--- src/rtl/ppo_pkg.sv ---
// constants, types and register layout for the parallel sample output port
// assumes one core clock domain; the port clock is sampled or generated in it
// Operation
// single control bit selects port clock master/slave
// master clock is core clock divided 1/2/4/8; at divide by 1 the code holds the pin high
// slave port clock may be asynchronous
// port clock pin is input after reset
// port pins change only at port clock rise
// request high while a sample waits
// request stays high until all pending words sent
// accept low stalls the data output
// accept high sends words in programmed format order
// accept sampled at port clock rising edge
// first word within 1.5 port cycles of accept
// accept held high: data one cycle after request
// in-phase flag high only with in-phase word
// packed format raises in-phase flag each cycle; the code drops the flag for the appended gain word
// gain flag high only with gain word
// 3-bit channel number shown with each word
// sample words are two's complement
// 8-bit components packed, 16-bit interleaved
// interleaved order in-phase, quadrature, then gain
// packed: in-phase upper byte, quadrature lower byte
// channel 0 highest priority through channel 5
// format bit, channel enables, gain append bit
// accept drop holds word, resumes afterward
package ppo_pkg;

    localparam int NUM_CH   = 6;
    localparam int CH_W     = 3;
    localparam int WORD_W   = 16;
    localparam int ADDR_W   = 8;
    localparam int DATA_W   = 32;

    // register byte offsets
    localparam logic [ADDR_W-1:0] OFS_CTRL = 8'h00;
    localparam logic [ADDR_W-1:0] OFS_STAT = 8'h04;

    // control word: [0] packed format, [1] gain append, [7:2] channel enables,
    // [8] clock master, [10:9] divisor code
    localparam logic [DATA_W-1:0] CTRL_RESET   = 32'h0000_0000;
    localparam logic [DATA_W-1:0] CTRL_WR_MASK = 32'h0000_07ff;

    // status word fields
    localparam int STAT_PEND_LSB = 0;
    localparam int STAT_REQ_BIT  = 8;
    localparam int STAT_CH_LSB   = 16;

    // divisor codes 0..3 mean 1, 2, 4, 8; terminal count per code
    localparam logic [2:0] DIV_MAX_1 = 3'h0;
    localparam logic [2:0] DIV_MAX_2 = 3'h1;
    localparam logic [2:0] DIV_MAX_4 = 3'h3;
    localparam logic [2:0] DIV_MAX_8 = 3'h7;

    localparam logic [1:0] RESP_OKAY   = 2'h0;
    localparam logic [1:0] RESP_SLVERR = 2'h2;

    typedef struct packed {
        logic [20:0] rsvd;
        logic [1:0]  div;
        logic        master;
        logic [5:0]  ch_en;
        logic        gain_en;
        logic        fmt_packed;
    } ppo_ctrl_s;

    typedef struct packed {
        logic [WORD_W-1:0] i;
        logic [WORD_W-1:0] q;
        logic [WORD_W-1:0] gain;
    } ppo_sample_s;

    typedef struct packed {
        logic              req;
        logic              iq;
        logic              gain;
        logic [CH_W-1:0]   ch;
        logic [WORD_W-1:0] data;
    } ppo_port_s;

    typedef enum logic [1:0] {
        PH_IDLE,
        PH_I,
        PH_Q,
        PH_G
    } ppo_phase_e;

endpackage : ppo_pkg

--- src/rtl/ppo_sync.sv ---
// two-stage level synchroniser for asynchronous pins
// assumes the inputs are plain levels; no pulse narrower than a core cycle
`timescale 1ns/1ps
module ppo_sync #(
    parameter int WIDTH = 1
) (
    // clock and reset
    input  wire logic             clk_i,
    input  wire logic             rst_i,
    // levels
    input  wire logic [WIDTH-1:0] async_i,
    output logic      [WIDTH-1:0] sync_o
);

    typedef struct packed {
        logic [WIDTH-1:0] s1;
        logic [WIDTH-1:0] s2;
    } ppo_sync_s;

    ppo_sync_s st;
    ppo_sync_s next_st;

    // first stage feeds only the second
    always_comb begin
        next_st    = st;
        next_st.s1 = async_i;
        next_st.s2 = st.s1;
    end

    always_ff @(posedge clk_i) begin
        if (rst_i) begin
            st <= '0;
        end else begin
            st <= next_st;
        end
    end

    assign sync_o = st.s2;

endmodule : ppo_sync

--- src/rtl/ppo_port.sv ---
// parallel sample output port with six channel holding slots and AXI4-Lite control
// assumes channel sources hold valid and data until ready; one core clock
//
// Decided for this implementation: the register offsets and the AXI4-Lite slave port.
`timescale 1ns/1ps
module ppo_port (
    // clock and reset
    input  wire logic                               CLK_SYS_I,
    input  wire logic                               RST_I,
    // axi4-lite slave
    input  wire logic                               AXI_AWVALID_I,
    output logic                                    AXI_AWREADY_O,
    input  wire logic [ppo_pkg::ADDR_W-1:0]         AXI_AWADDR_I,
    input  wire logic                               AXI_WVALID_I,
    output logic                                    AXI_WREADY_O,
    input  wire logic [ppo_pkg::DATA_W-1:0]         AXI_WDATA_I,
    input  wire logic [3:0]                         AXI_WSTRB_I,
    output logic                                    AXI_BVALID_O,
    input  wire logic                               AXI_BREADY_I,
    output logic      [1:0]                         AXI_BRESP_O,
    input  wire logic                               AXI_ARVALID_I,
    output logic                                    AXI_ARREADY_O,
    input  wire logic [ppo_pkg::ADDR_W-1:0]         AXI_ARADDR_I,
    output logic                                    AXI_RVALID_O,
    input  wire logic                               AXI_RREADY_I,
    output logic      [ppo_pkg::DATA_W-1:0]         AXI_RDATA_O,
    output logic      [1:0]                         AXI_RRESP_O,
    // channel samples
    input  wire logic [ppo_pkg::NUM_CH-1:0]         SMP_VALID_I,
    input  wire ppo_pkg::ppo_sample_s [5:0]         SMP_DATA_I,
    output logic      [ppo_pkg::NUM_CH-1:0]         SMP_READY_O,
    // port clock pin
    input  wire logic                               PCLK_I,
    output logic                                    PCLK_O,
    output logic                                    PCLK_OE_O,
    // port pins
    input  wire logic                               SAMPLE_ACCEPT_I,
    output logic                                    SAMPLE_REQUEST_O,
    output logic                                    INPHASE_WORD_FLAG_O,
    output logic                                    GAIN_WORD_FLAG_O,
    output logic      [ppo_pkg::CH_W-1:0]           SOURCE_CHANNEL_ID_O,
    output logic      [ppo_pkg::WORD_W-1:0]         OUTPUT_WORD_BUS_O
);

    typedef struct packed {
        ppo_pkg::ppo_ctrl_s             ctrl;
        logic [5:0]                     pending;
        ppo_pkg::ppo_sample_s [5:0]     held;
        logic [2:0]                     div_cnt;
        logic                           pclk_pin;
        logic                           pclk_prev;
        ppo_pkg::ppo_phase_e            phase;
        ppo_pkg::ppo_port_s             port;
        logic                           aw_got;
        logic [ppo_pkg::ADDR_W-1:0]     aw_addr;
        logic                           w_got;
        logic [ppo_pkg::DATA_W-1:0]     w_data;
        logic [3:0]                     w_strb;
        logic                           bvalid;
        logic [1:0]                     bresp;
        logic                           rvalid;
        logic [ppo_pkg::DATA_W-1:0]     rdata;
        logic [1:0]                     rresp;
    } ppo_state_s;

    ppo_state_s st;
    ppo_state_s next_st;

    logic [1:0]                   sync_out;
    logic                         pclk_sync;
    logic                         ack_sync;
    logic                         tick;
    logic [5:0]                   en_pend;
    logic [2:0]                   div_max;
    logic [ppo_pkg::DATA_W-1:0]   stat_word;

    // accept and slave clock are both asynchronous to the core
    ppo_sync #(
        .WIDTH (2)
    ) u_sync (
        .clk_i   (CLK_SYS_I),
        .rst_i   (RST_I),
        .async_i ({SAMPLE_ACCEPT_I, PCLK_I}),
        .sync_o  (sync_out)
    );

    assign pclk_sync = sync_out[0];
    assign ack_sync  = sync_out[1];

    // lowest index wins
    function automatic logic [2:0] first_ch(input logic [5:0] v);
        logic [2:0] idx;
        idx = 3'h0;
        for (int c = ppo_pkg::NUM_CH - 1; c >= 0; c--) begin
            if (v[c]) begin
                idx = 3'(c);
            end
        end
        return idx;
    endfunction : first_ch

    function automatic ppo_pkg::ppo_port_s load_word(
        input ppo_pkg::ppo_phase_e  ph,
        input logic [2:0]           ch,
        input ppo_pkg::ppo_sample_s smp,
        input logic                 packed_fmt
    );
        ppo_pkg::ppo_port_s w;
        w      = '0;
        w.req  = 1'b1;
        w.iq   = (ph == ppo_pkg::PH_I);
        w.gain = (ph == ppo_pkg::PH_G);
        w.ch   = ch;
        case (ph)
            ppo_pkg::PH_I: begin
                // top bytes keep the sign of the 16-bit samples
                w.data = packed_fmt ? {smp.i[15:8], smp.q[15:8]} : smp.i;
            end
            ppo_pkg::PH_Q: begin
                w.data = smp.q;
            end
            ppo_pkg::PH_G: begin
                w.data = smp.gain;
            end
            default: begin
                w.data = '0;
            end
        endcase
        return w;
    endfunction : load_word

    always_comb begin
        logic [5:0] rem;
        logic [2:0] nxt;
        logic       fin;
        logic [ppo_pkg::DATA_W-1:0] wr;
        rem       = '0;
        nxt       = 3'h0;
        fin       = 1'b0;
        wr        = '0;
        next_st   = st;
        en_pend   = st.pending & st.ctrl.ch_en;
        stat_word = '0;

        // port clock generation or detection
        case (st.ctrl.div)
            2'h0:    div_max = ppo_pkg::DIV_MAX_1;
            2'h1:    div_max = ppo_pkg::DIV_MAX_2;
            2'h2:    div_max = ppo_pkg::DIV_MAX_4;
            default: div_max = ppo_pkg::DIV_MAX_8;
        endcase
        if (st.ctrl.master) begin
            next_st.div_cnt = (st.div_cnt >= div_max) ? 3'h0 : st.div_cnt + 3'h1;
        end else begin
            next_st.div_cnt = 3'h0;
        end
        next_st.pclk_pin  = st.ctrl.master && (next_st.div_cnt < ((div_max >> 1) + 3'h1));
        next_st.pclk_prev = pclk_sync;
        if (st.ctrl.master) begin
            tick = (next_st.div_cnt == 3'h0);
        end else begin
            tick = pclk_sync && !st.pclk_prev;
        end

        // one holding slot per channel; disabled channels are dropped
        for (int c = 0; c < ppo_pkg::NUM_CH; c++) begin
            if (SMP_VALID_I[c] && !st.pending[c] && st.ctrl.ch_en[c]) begin
                next_st.pending[c] = 1'b1;
                next_st.held[c]    = SMP_DATA_I[c];
            end
        end

        // word sequencer, advances only on a port clock rise
        if (tick) begin
            case (st.phase)
                ppo_pkg::PH_IDLE: begin
                    if (st.port.req && ack_sync && (|en_pend)) begin
                        nxt           = first_ch(en_pend);
                        next_st.phase = ppo_pkg::PH_I;
                        next_st.port  = load_word(ppo_pkg::PH_I, nxt, st.held[nxt],
                                                  st.ctrl.fmt_packed);
                    end else begin
                        next_st.port.req = |en_pend;
                    end
                end
                ppo_pkg::PH_I: begin
                    if (ack_sync) begin
                        if (!st.ctrl.fmt_packed) begin
                            next_st.phase = ppo_pkg::PH_Q;
                            next_st.port  = load_word(ppo_pkg::PH_Q, st.port.ch,
                                                      st.held[st.port.ch], 1'b0);
                        end else if (st.ctrl.gain_en) begin
                            next_st.phase = ppo_pkg::PH_G;
                            next_st.port  = load_word(ppo_pkg::PH_G, st.port.ch,
                                                      st.held[st.port.ch], 1'b1);
                        end else begin
                            fin = 1'b1;
                        end
                    end
                end
                ppo_pkg::PH_Q: begin
                    if (ack_sync) begin
                        if (st.ctrl.gain_en) begin
                            next_st.phase = ppo_pkg::PH_G;
                            next_st.port  = load_word(ppo_pkg::PH_G, st.port.ch,
                                                      st.held[st.port.ch], 1'b0);
                        end else begin
                            fin = 1'b1;
                        end
                    end
                end
                ppo_pkg::PH_G: begin
                    if (ack_sync) begin
                        fin = 1'b1;
                    end
                end
                default: begin
                    next_st.phase = ppo_pkg::PH_IDLE;
                end
            endcase
            if (fin) begin
                next_st.pending[st.port.ch] = 1'b0;
                rem = en_pend & ~(6'h01 << st.port.ch);
                if (|rem) begin
                    // back to back channels keep request up
                    nxt           = first_ch(rem);
                    next_st.phase = ppo_pkg::PH_I;
                    next_st.port  = load_word(ppo_pkg::PH_I, nxt, st.held[nxt],
                                              st.ctrl.fmt_packed);
                end else begin
                    next_st.phase     = ppo_pkg::PH_IDLE;
                    next_st.port.req  = 1'b0;
                    next_st.port.iq   = 1'b0;
                    next_st.port.gain = 1'b0;
                end
            end
        end

        // axi write: address and data in either order, response after both
        if (AXI_AWVALID_I && AXI_AWREADY_O) begin
            next_st.aw_got  = 1'b1;
            next_st.aw_addr = AXI_AWADDR_I;
        end
        if (AXI_WVALID_I && AXI_WREADY_O) begin
            next_st.w_got  = 1'b1;
            next_st.w_data = AXI_WDATA_I;
            next_st.w_strb = AXI_WSTRB_I;
        end
        if (st.aw_got && st.w_got) begin
            next_st.aw_got = 1'b0;
            next_st.w_got  = 1'b0;
            next_st.bvalid = 1'b1;
            if (st.aw_addr[ppo_pkg::ADDR_W-1:2] == ppo_pkg::OFS_CTRL[ppo_pkg::ADDR_W-1:2]) begin
                wr = st.ctrl;
                for (int b = 0; b < 4; b++) begin
                    if (st.w_strb[b]) begin
                        wr[b*8 +: 8] = st.w_data[b*8 +: 8];
                    end
                end
                next_st.ctrl  = wr & ppo_pkg::CTRL_WR_MASK;
                next_st.bresp = ppo_pkg::RESP_OKAY;
            end else if (st.aw_addr[ppo_pkg::ADDR_W-1:2]
                         == ppo_pkg::OFS_STAT[ppo_pkg::ADDR_W-1:2]) begin
                next_st.bresp = ppo_pkg::RESP_OKAY;
            end else begin
                next_st.bresp = ppo_pkg::RESP_SLVERR;
            end
        end else if (st.bvalid && AXI_BREADY_I) begin
            next_st.bvalid = 1'b0;
        end
        next_st.pclk_pin = next_st.pclk_pin && next_st.ctrl.master;
        // axi read
        stat_word[ppo_pkg::STAT_PEND_LSB +: 6] = st.pending;
        stat_word[ppo_pkg::STAT_REQ_BIT]       = st.port.req;
        stat_word[ppo_pkg::STAT_CH_LSB +: 3]   = st.port.ch;
        if (AXI_ARVALID_I && AXI_ARREADY_O) begin
            next_st.rvalid = 1'b1;
            if (AXI_ARADDR_I[ppo_pkg::ADDR_W-1:2] == ppo_pkg::OFS_CTRL[ppo_pkg::ADDR_W-1:2]) begin
                next_st.rdata = st.ctrl;
                next_st.rresp = ppo_pkg::RESP_OKAY;
            end else if (AXI_ARADDR_I[ppo_pkg::ADDR_W-1:2]
                         == ppo_pkg::OFS_STAT[ppo_pkg::ADDR_W-1:2]) begin
                next_st.rdata = stat_word;
                next_st.rresp = ppo_pkg::RESP_OKAY;
            end else begin
                next_st.rdata = '0;
                next_st.rresp = ppo_pkg::RESP_SLVERR;
            end
        end else if (st.rvalid && AXI_RREADY_I) begin
            next_st.rvalid = 1'b0;
        end
    end

    always_ff @(posedge CLK_SYS_I) begin
        if (RST_I) begin
            st         <= '0;
            st.ctrl    <= ppo_pkg::CTRL_RESET;
            st.phase   <= ppo_pkg::PH_IDLE;
        end else begin
            st <= next_st;
        end
    end

    assign AXI_AWREADY_O       = !st.aw_got && !st.bvalid;
    assign AXI_WREADY_O        = !st.w_got && !st.bvalid;
    assign AXI_BVALID_O        = st.bvalid;
    assign AXI_BRESP_O         = st.bresp;
    assign AXI_ARREADY_O       = !st.rvalid;
    assign AXI_RVALID_O        = st.rvalid;
    assign AXI_RDATA_O         = st.rdata;
    assign AXI_RRESP_O         = st.rresp;
    assign SMP_READY_O         = ~st.pending;
    assign PCLK_O              = st.pclk_pin;
    assign PCLK_OE_O           = st.ctrl.master;
    assign SAMPLE_REQUEST_O    = st.port.req;
    assign INPHASE_WORD_FLAG_O = st.port.iq;
    assign GAIN_WORD_FLAG_O    = st.port.gain;
    assign SOURCE_CHANNEL_ID_O = st.port.ch;
    assign OUTPUT_WORD_BUS_O   = st.port.data;
endmodule : ppo_port

--- config.mk ---
export PLATFORM = sky130hd
export DESIGN_NAME = ppo_port
export DESIGN_NICKNAME = d
export VERILOG_FILES = /design/src/rtl/ppo_pkg.sv /design/src/rtl/ppo_sync.sv /design/src/rtl/ppo_port.sv
export SDC_FILE = /design/constraint.sdc
export NUM_CORES = 1
export LEC_CHECK = 0
export BUFFER_PORTS_ARGS = -buffer_cell sky130_fd_sc_hd__buf_2
export CAP_MARGIN = 20
export CORE_MARGIN = 2
export CORE_UTILIZATION = 45
export DETAILED_ROUTE_END_ITERATION = 6
export PLACE_DENSITY = 0.75
export SYNTH_ARGS = -nofsm -noshare
export SYNTH_HDL_FRONTEND = slang
export SYNTH_SLANG_ARGS = --single-unit
--- constraint.sdc ---
create_clock -name CLK_SYS_I -period 2.5 [get_ports CLK_SYS_I]
set_clock_uncertainty 0.05 [all_clocks]
set_input_delay 0.25 -clock CLK_SYS_I [delete_from_list [all_inputs] [get_ports CLK_SYS_I]]
set_output_delay 0.25 -clock CLK_SYS_I [all_outputs]
set_load 0.1 [all_outputs]
## Yosys cells after proc, flatten, opt, wreduce, memory -nomap -nowiden

Index checks and enable logic that the tools add are counted.
W data, S select, Z words.

| storage, ports and cells | value |
|---|---|
| RAM bits | 0 |
| ROM bits | 0 |
| memories kept | 0 |
| flip-flop bits (word level) | 399 |
| latch bits | 0 |
| word-level logic and storage cells | 192 |

| operators by class | value |
|---|---|
| equality and inequality tests | 10 |
| $mul | 0 |
| divide/modulo/power cells | 0 |
| reduce and logical (&&, ||, !) cells | 52 |
| $lt $le $gt $ge | 6 |
| shift-type cells | 1 |
| add/subtract/negate cells | 2 |
| multiplexer cells | 70 |
| bitwise operators | 6 |

Operator list:

| kind | number |
|---|---|
| $bmux W48 S3 | 3 |
| $mux W24 | 5 |
| $mux W48 | 2 |
| $pmux W24 S3 | 1 |
| $mux W21 | 3 |
| $mux W3 | 20 |
| $mux W32 | 1 |
| $logic_and A1 B1 Y1 | 26 |
| $mux W8 | 3 |
| $mux W1 | 20 |
| $mux W19 | 1 |
| $and A6 B6 Y6 | 3 |
| $mux W9 | 2 |
| $not A6 Y6 | 3 |
| $eq A6 B1 Y1 const B | 2 |
| $logic_not A6 Y1 | 2 |
| $lt A3 B4 Y1 const B | 3 |
| $mux W6 | 2 |
| $reduce_or A6 Y1 | 2 |
| $logic_not A1 Y1 | 11 |
| $pmux W3 S3 | 1 |
| $eq A2 B2 Y1 const B | 3 |
| $mux W2 | 3 |
| $ne A3 B2 Y1 const B | 2 |
| 19 further kinds | 23 |

## Logic depth before layout (Yosys ltp)

| logic depth | value |
|---|---|
| depth in word-level cells | 17 |
| gate-level depth with buffers | 13 |

## Hierarchy

Synthesis repeated with hierarchy kept, for this count alone.

| second synthesis, totals | value |
|---|---|
| cells, all modules | 2,352 |
| area, all modules | 18,674.2 um2 |

Modules (own cells, without submodules):

| module | times used | cells each | area each (um2) | seq. area each (um2) |
|---|---|---|---|---|
| ppo_port | 1 | 2,344 | 18,569.1 | 7,467.2 |
| ppo_sync | 1 | 8 | 105.1 | 80.1 |

## Worst setup path after synthesis

No wires, ideal clock.

| timing path | value |
|---|---|
| path type | flip-flop to flip-flop |
| start | reg st (netlist bit AXI_BVALID_O) |
| end | reg st[82] (netlist name) |
| buffers on the path | 1 |
| path slack | -0.599 ns |
| clock period less this slack | 3.099 ns |
| arrival time | 2.921 ns |
| required time | 2.322 ns |
| stages on the path, launching flop included | 6 |
| cell sequence | dfxtp_1 nor2_1 and2_1 clkbuf_1 mux2i_1 nor2_1 |

| on the way | value |
|---|---|
| word-level cells in the longest chain between the ends | 3 |

Ends and longest elaborated chain:

| element | RTL line | RTL |
|---|---|---|
| from (decl) | ppo_port.sv:66 | `ppo_state_s st;` |
| from (signal assigned) | ppo_port.sv:300 | `st <= next_st;` |
| $logic_not A1 Y1 | ppo_port.sv:304 | `assign AXI_AWREADY_O = !st.aw_got && !st.bvalid;` |
| $logic_and A1 B1 Y1 | ppo_port.sv:304 |  |
| named net AXI_AWREADY_O | ppo_port.sv:12 | `output logic AXI_AWREADY_O,` |
| $logic_and A1 B1 Y1 | ppo_port.sv:240 | `if (AXI_AWVALID_I && AXI_AWREADY_O) begin` |

The timed path passes the listed nets, and every way through them passes these cells.
A chain may end at the register's enable or synchronous reset.

## Final worst setup path

| timing path | value |
|---|---|
| start | reg st (netlist bit SOURCE_CHANNEL_ID_O[0]) |
| end | reg st (netlist bit OUTPUT_WORD_BUS_O[0]) |

| on the way | value |
|---|---|
| word-level cells in the longest chain between the ends | 17 |
| elaborated cells on any way between the ends | 25 |
| classes of those cells | shift (1); mux (21); bitwise (2); reduce/logical (1) |

Ends and longest elaborated chain:

| element | RTL line | RTL |
|---|---|---|
| $shl A1 B3 Y6 | ppo_port.sv:223 | `rem = en_pend & ~(6'h01 << st.port.ch);` |
| $not A6 Y6 | ppo_port.sv:223 |  |
| $and A6 B6 Y6 | ppo_port.sv:223 |  |
| $mux W3 (6 in series) | ppo_port.sv:95 | `if (v[c]) begin` |
| $mux W3 | ppo_port.sv:224 | `if (\|rem) begin` |
| $mux W3 | ppo_port.sv:221 | `if (fin) begin` |
| $mux W3 | ppo_port.sv:174 | `if (tick) begin` |
| $bmux W48 S3 | ppo_port.sv:228 | `next_st.port = load_word(ppo_pkg::PH_I, nxt, st.held[nxt],` |
| $mux W48 (implied by the code) | ppo_port.sv:228 |  |
| $mux W8 | ppo_port.sv:117 | `w.data = packed_fmt ? {smp.i[15:8], smp.q[15:8]} : smp.i;` |
| $mux W19 | ppo_port.sv:224 |  |
| $mux W24 (*) | ppo_port.sv:221 |  |

Every way passes the cells marked *; elsewhere a longest branch is shown, timed or not. The select of a mux whose other input is x is not followed.

==> flow_summary.json <==
{
  "outcome": "complete, but fails checks",
  "violations": "design-rule violations, negative setup slack",
  "syn-cell-area_sq_um": 18650,
  "synth_most_common_cell": "nand2_1",
  "crit_chain": "or3b_1 -> a211o_1 -> a311o_2 -> buf_12 -> mux4_2 -> nor2_2 -> a2111oi_2 -> o21ai_1 -> a211oi_1",
  "syn_inst": 2383,
  "cts_made_buffers": 41,
  "postSynthAreaPerCell_sq_um": 7.824,
  "vias_per_cell": 5.895,
  "via_count": 21510,
  "nets": 3450,
  "tightest_slew_ps": 1058,
  "crit_path_top_delay_cell": "a311o_2",
  "min_period_ps": 2654,
  "coreArea_sq_um": 40830,
  "dieArea_sq_um": 43080,
  "start_kind": "register",
  "power_uw": 13310,
  "die_x_um": 207.6,
  "wl_per_cell_um": 22.43,
  "portBuffers": 378,
  "cp_num_buf_inv": 1,
  "totalWireLength_mm": 81.86,
  "cp-end-kind": "register",
  "slew_headroom": 0.2948,
  "die_y_um": 207.6,
  "antenna_found_initial": 6,
  "yosysSeqAreaShare": 0.4048,
  "min_path_type": "in2reg",
  "async_flop_share": 0,
  "crit_path_max_incr_delay_ps": 410,
  "maxCapViolations": 0,
  "clkSinkCount": 377,
  "yosysTopAreaCell": "dfxtp_1",
  "start_util": 0.4566,
  "clock_latency_ps": 570,
  "crit_type": "reg2reg",
  "drive_gt1_frac": 0.2393,
  "htreeDepth": 2,
  "power_density_nw_per_um2": 502.5,
  "hold_viol_final": 0,
  "synth_area_leaders": "dfxtp_1, nand2_1, a21oi_1",
  "synth_top_family_by_area": "simple AND/OR/NAND/NOR gates",
  "timing.fmax_ghz": 0.3769,
  "cts_root_buffer": "clkbuf_16",
  "grt_pass1_vias": 21399,
  "max-vdd-ir-drop_mv": 0.4330,
  "ys.flop_type": "dfxtp_1",
  "slew_violations": 0,
  "synth_xor_area_frac": 0.0004697,
  "place_congestion": 0.9759,
  "nFillCells": 3201,
  "synthAdderAreaFrac": 0.006711,
  "grt.total_usage": 0.3640,
  "fin_crit_sh": 1.061,
  "setup_violations": 14,
  "dp_hpwl_mm": 52.73,
  "critical_path_arrival_ps": 3080,
  "synth_compound_area_frac": 0.1833,
  "drtPass1Iterations": 7,
  "utilization": 0.6488,
  "synth_mux_area_frac": 0.1319,
  "critPathTopFamily": "compound AO/OA/AOI/OAI gates",
  "synth-simple-area-share": 0.2044,
  "worst_slack_ps": -153.5,
  "cp.required_ps": 2930,
  "synth_edf_count": 0,
  "drc_errors": 22,
  "whs_ps": 36.92,
  "yosysWarnings": 0,
  "cts_tree": "yes",
  "cts_max_path_buffers": 3,
  "yosysUniqueCellTypes": 68,
  "area_growth_pct": 42.07,
  "yosys_register_bits": 377,
  "cts.clk_slew.worst_paths_ps": 60,
  "tns_ps": -1029,
  "grt_pass1_wl_mm": 122.1,
  "synth.top_cells.by_count": "nand2_1, a21oi_1, dfxtp_1",
  "std_cell_rows": 74,
  "ant_nets": 0,
  "synth_top_area_frac": 0.4048,
  "crit_fanout": 10,
  "p_leak_uw": 0.01041,
  "ios": 426,
  "gr-total-overflow": 0,
  "drt_iter0_drc": 2547,
  "grt_max_degree": 154,
  "rsz0062_at_grt": "true"
}
[state kept, by name, summed over array words and instances (netlist names), 2 cells and up]
register             flops
AXI_RDATA_O             14
OUTPUT_WORD_BUS_O       16
SOURCE_CHANNEL_ID_O      3
st                     331
u_sync.next_st           2
u_sync.sync_o            2
[worst register-to-register path, cell delays in order (launching register included)]
cell	delay, ps
dfxtp_4	380
or3b_1	370
a211o_1	290
a311o_2	410
buf_12	180
mux4_2	230
nor2_2	40
a2111oi_2	310
o21ai_1	120
a211oi_1	190
[cell families after synthesis]
logic type                 count (synthesis)
muxes                                    187
buffers and inverters                    267
and+or+nand+nor                          947
DFF                                      377
xor gates and xnor gates                   1
adders and majority gates                 10
AOI/OAI and AO/OA                        593
other                                      1
[cell type report]
| type | instances | area, sq um | share of cell area |
|---|---|---|---|
| clock buffer | 51 | 1146 | 0.04326 |
| multi-input combinational | 1759 | 10170 | 0.3840 |
| timing repair buffer | 876 | 6675 | 0.2520 |
| inverter | 30 | 112.6 | 0.004251 |
| tap | 532 | 665.6 | 0.02513 |
| sequential | 377 | 7565 | 0.2856 |
| antenna | 8 | 20.02 | 0.0007557 |
| clock inverter | 16 | 135.1 | 0.005101 |
[metrics by stage]
stage | worst slack [ps] | instances | instance area (sq um)
after floorplan | -75.47 | 2402 | 18790
after global placement | -182.0 | 3246 | 21680
after detailed placement | -211.4 | 3246 | 21680
after CTS | -142.7 | 3637 | 26270
after global routing | -298.2 | 3647 | 26490
final | -153.5 | 3649 | 26490
[cell usage in the layout, fill, tap and decap left out, types with 20 or more instances in the layout]
cell type	count
dfxtp_1	367
nand3_1	29
mux4_2	44
o21ai_0	40
mux2i_1	136
nor2_1	109
buf_2	377
a21oi_1	384
a31oi_1	20
nor3_1	22
inv_1	28
buf_4	159
conb_1	20
nand2_1	710
dlygate4sd3_1	314
clkbuf_16	43
[power by group]
group | switching (uW) | leakage, uW | internal [uW]
sequential | 33.5 | 0.00305 | 6040
clock | 2640 | 0.000615 | 3360
combinational | 653 | 0.00675 | 587
total | 3330 | 0.0104 | 9990
[timing repair]
item | in CTS | in global routing
gates resized for setup | 27 | 38
endpoints found under the setup margin | 15 | 20
hold endpoints to repair | 317 | 0
cloned | 0 | 1
buffers inserted | 10 | 3
hold buffers | 314 | 0
pin swaps | 10 | 10
[worst paths after layout]
kind                                             start                   end  slack, ps  cells after the start
worst min register to register       u_sync.next_st[1]      u_sync.sync_o[1]        390                      1
worst min-delay path                    SMP_VALID_I[5]               st[406]         40                      3
worst max register to register  SOURCE_CHANNEL_ID_O[0]  OUTPUT_WORD_BUS_O[0]       -150                      9
worst max-delay path            SOURCE_CHANNEL_ID_O[0]  OUTPUT_WORD_BUS_O[0]       -150                      9
[metal layers]
| layer | share of wire | GRT usage | vias to the layer above |
|---|---|---|---|
| met1 | 0.37 | 0.4521 | 10059 |
| met3 | 0.10 | 0.07292 | 382 |
| li1 | - | - | 9550 |
| met4 | 0.062 | 0.2032 | 0 |
| met5 | 0 | 0 | - |
| met2 | 0.46 | 0.5923 | 1519 |
(Power assumes the default switching activity.)
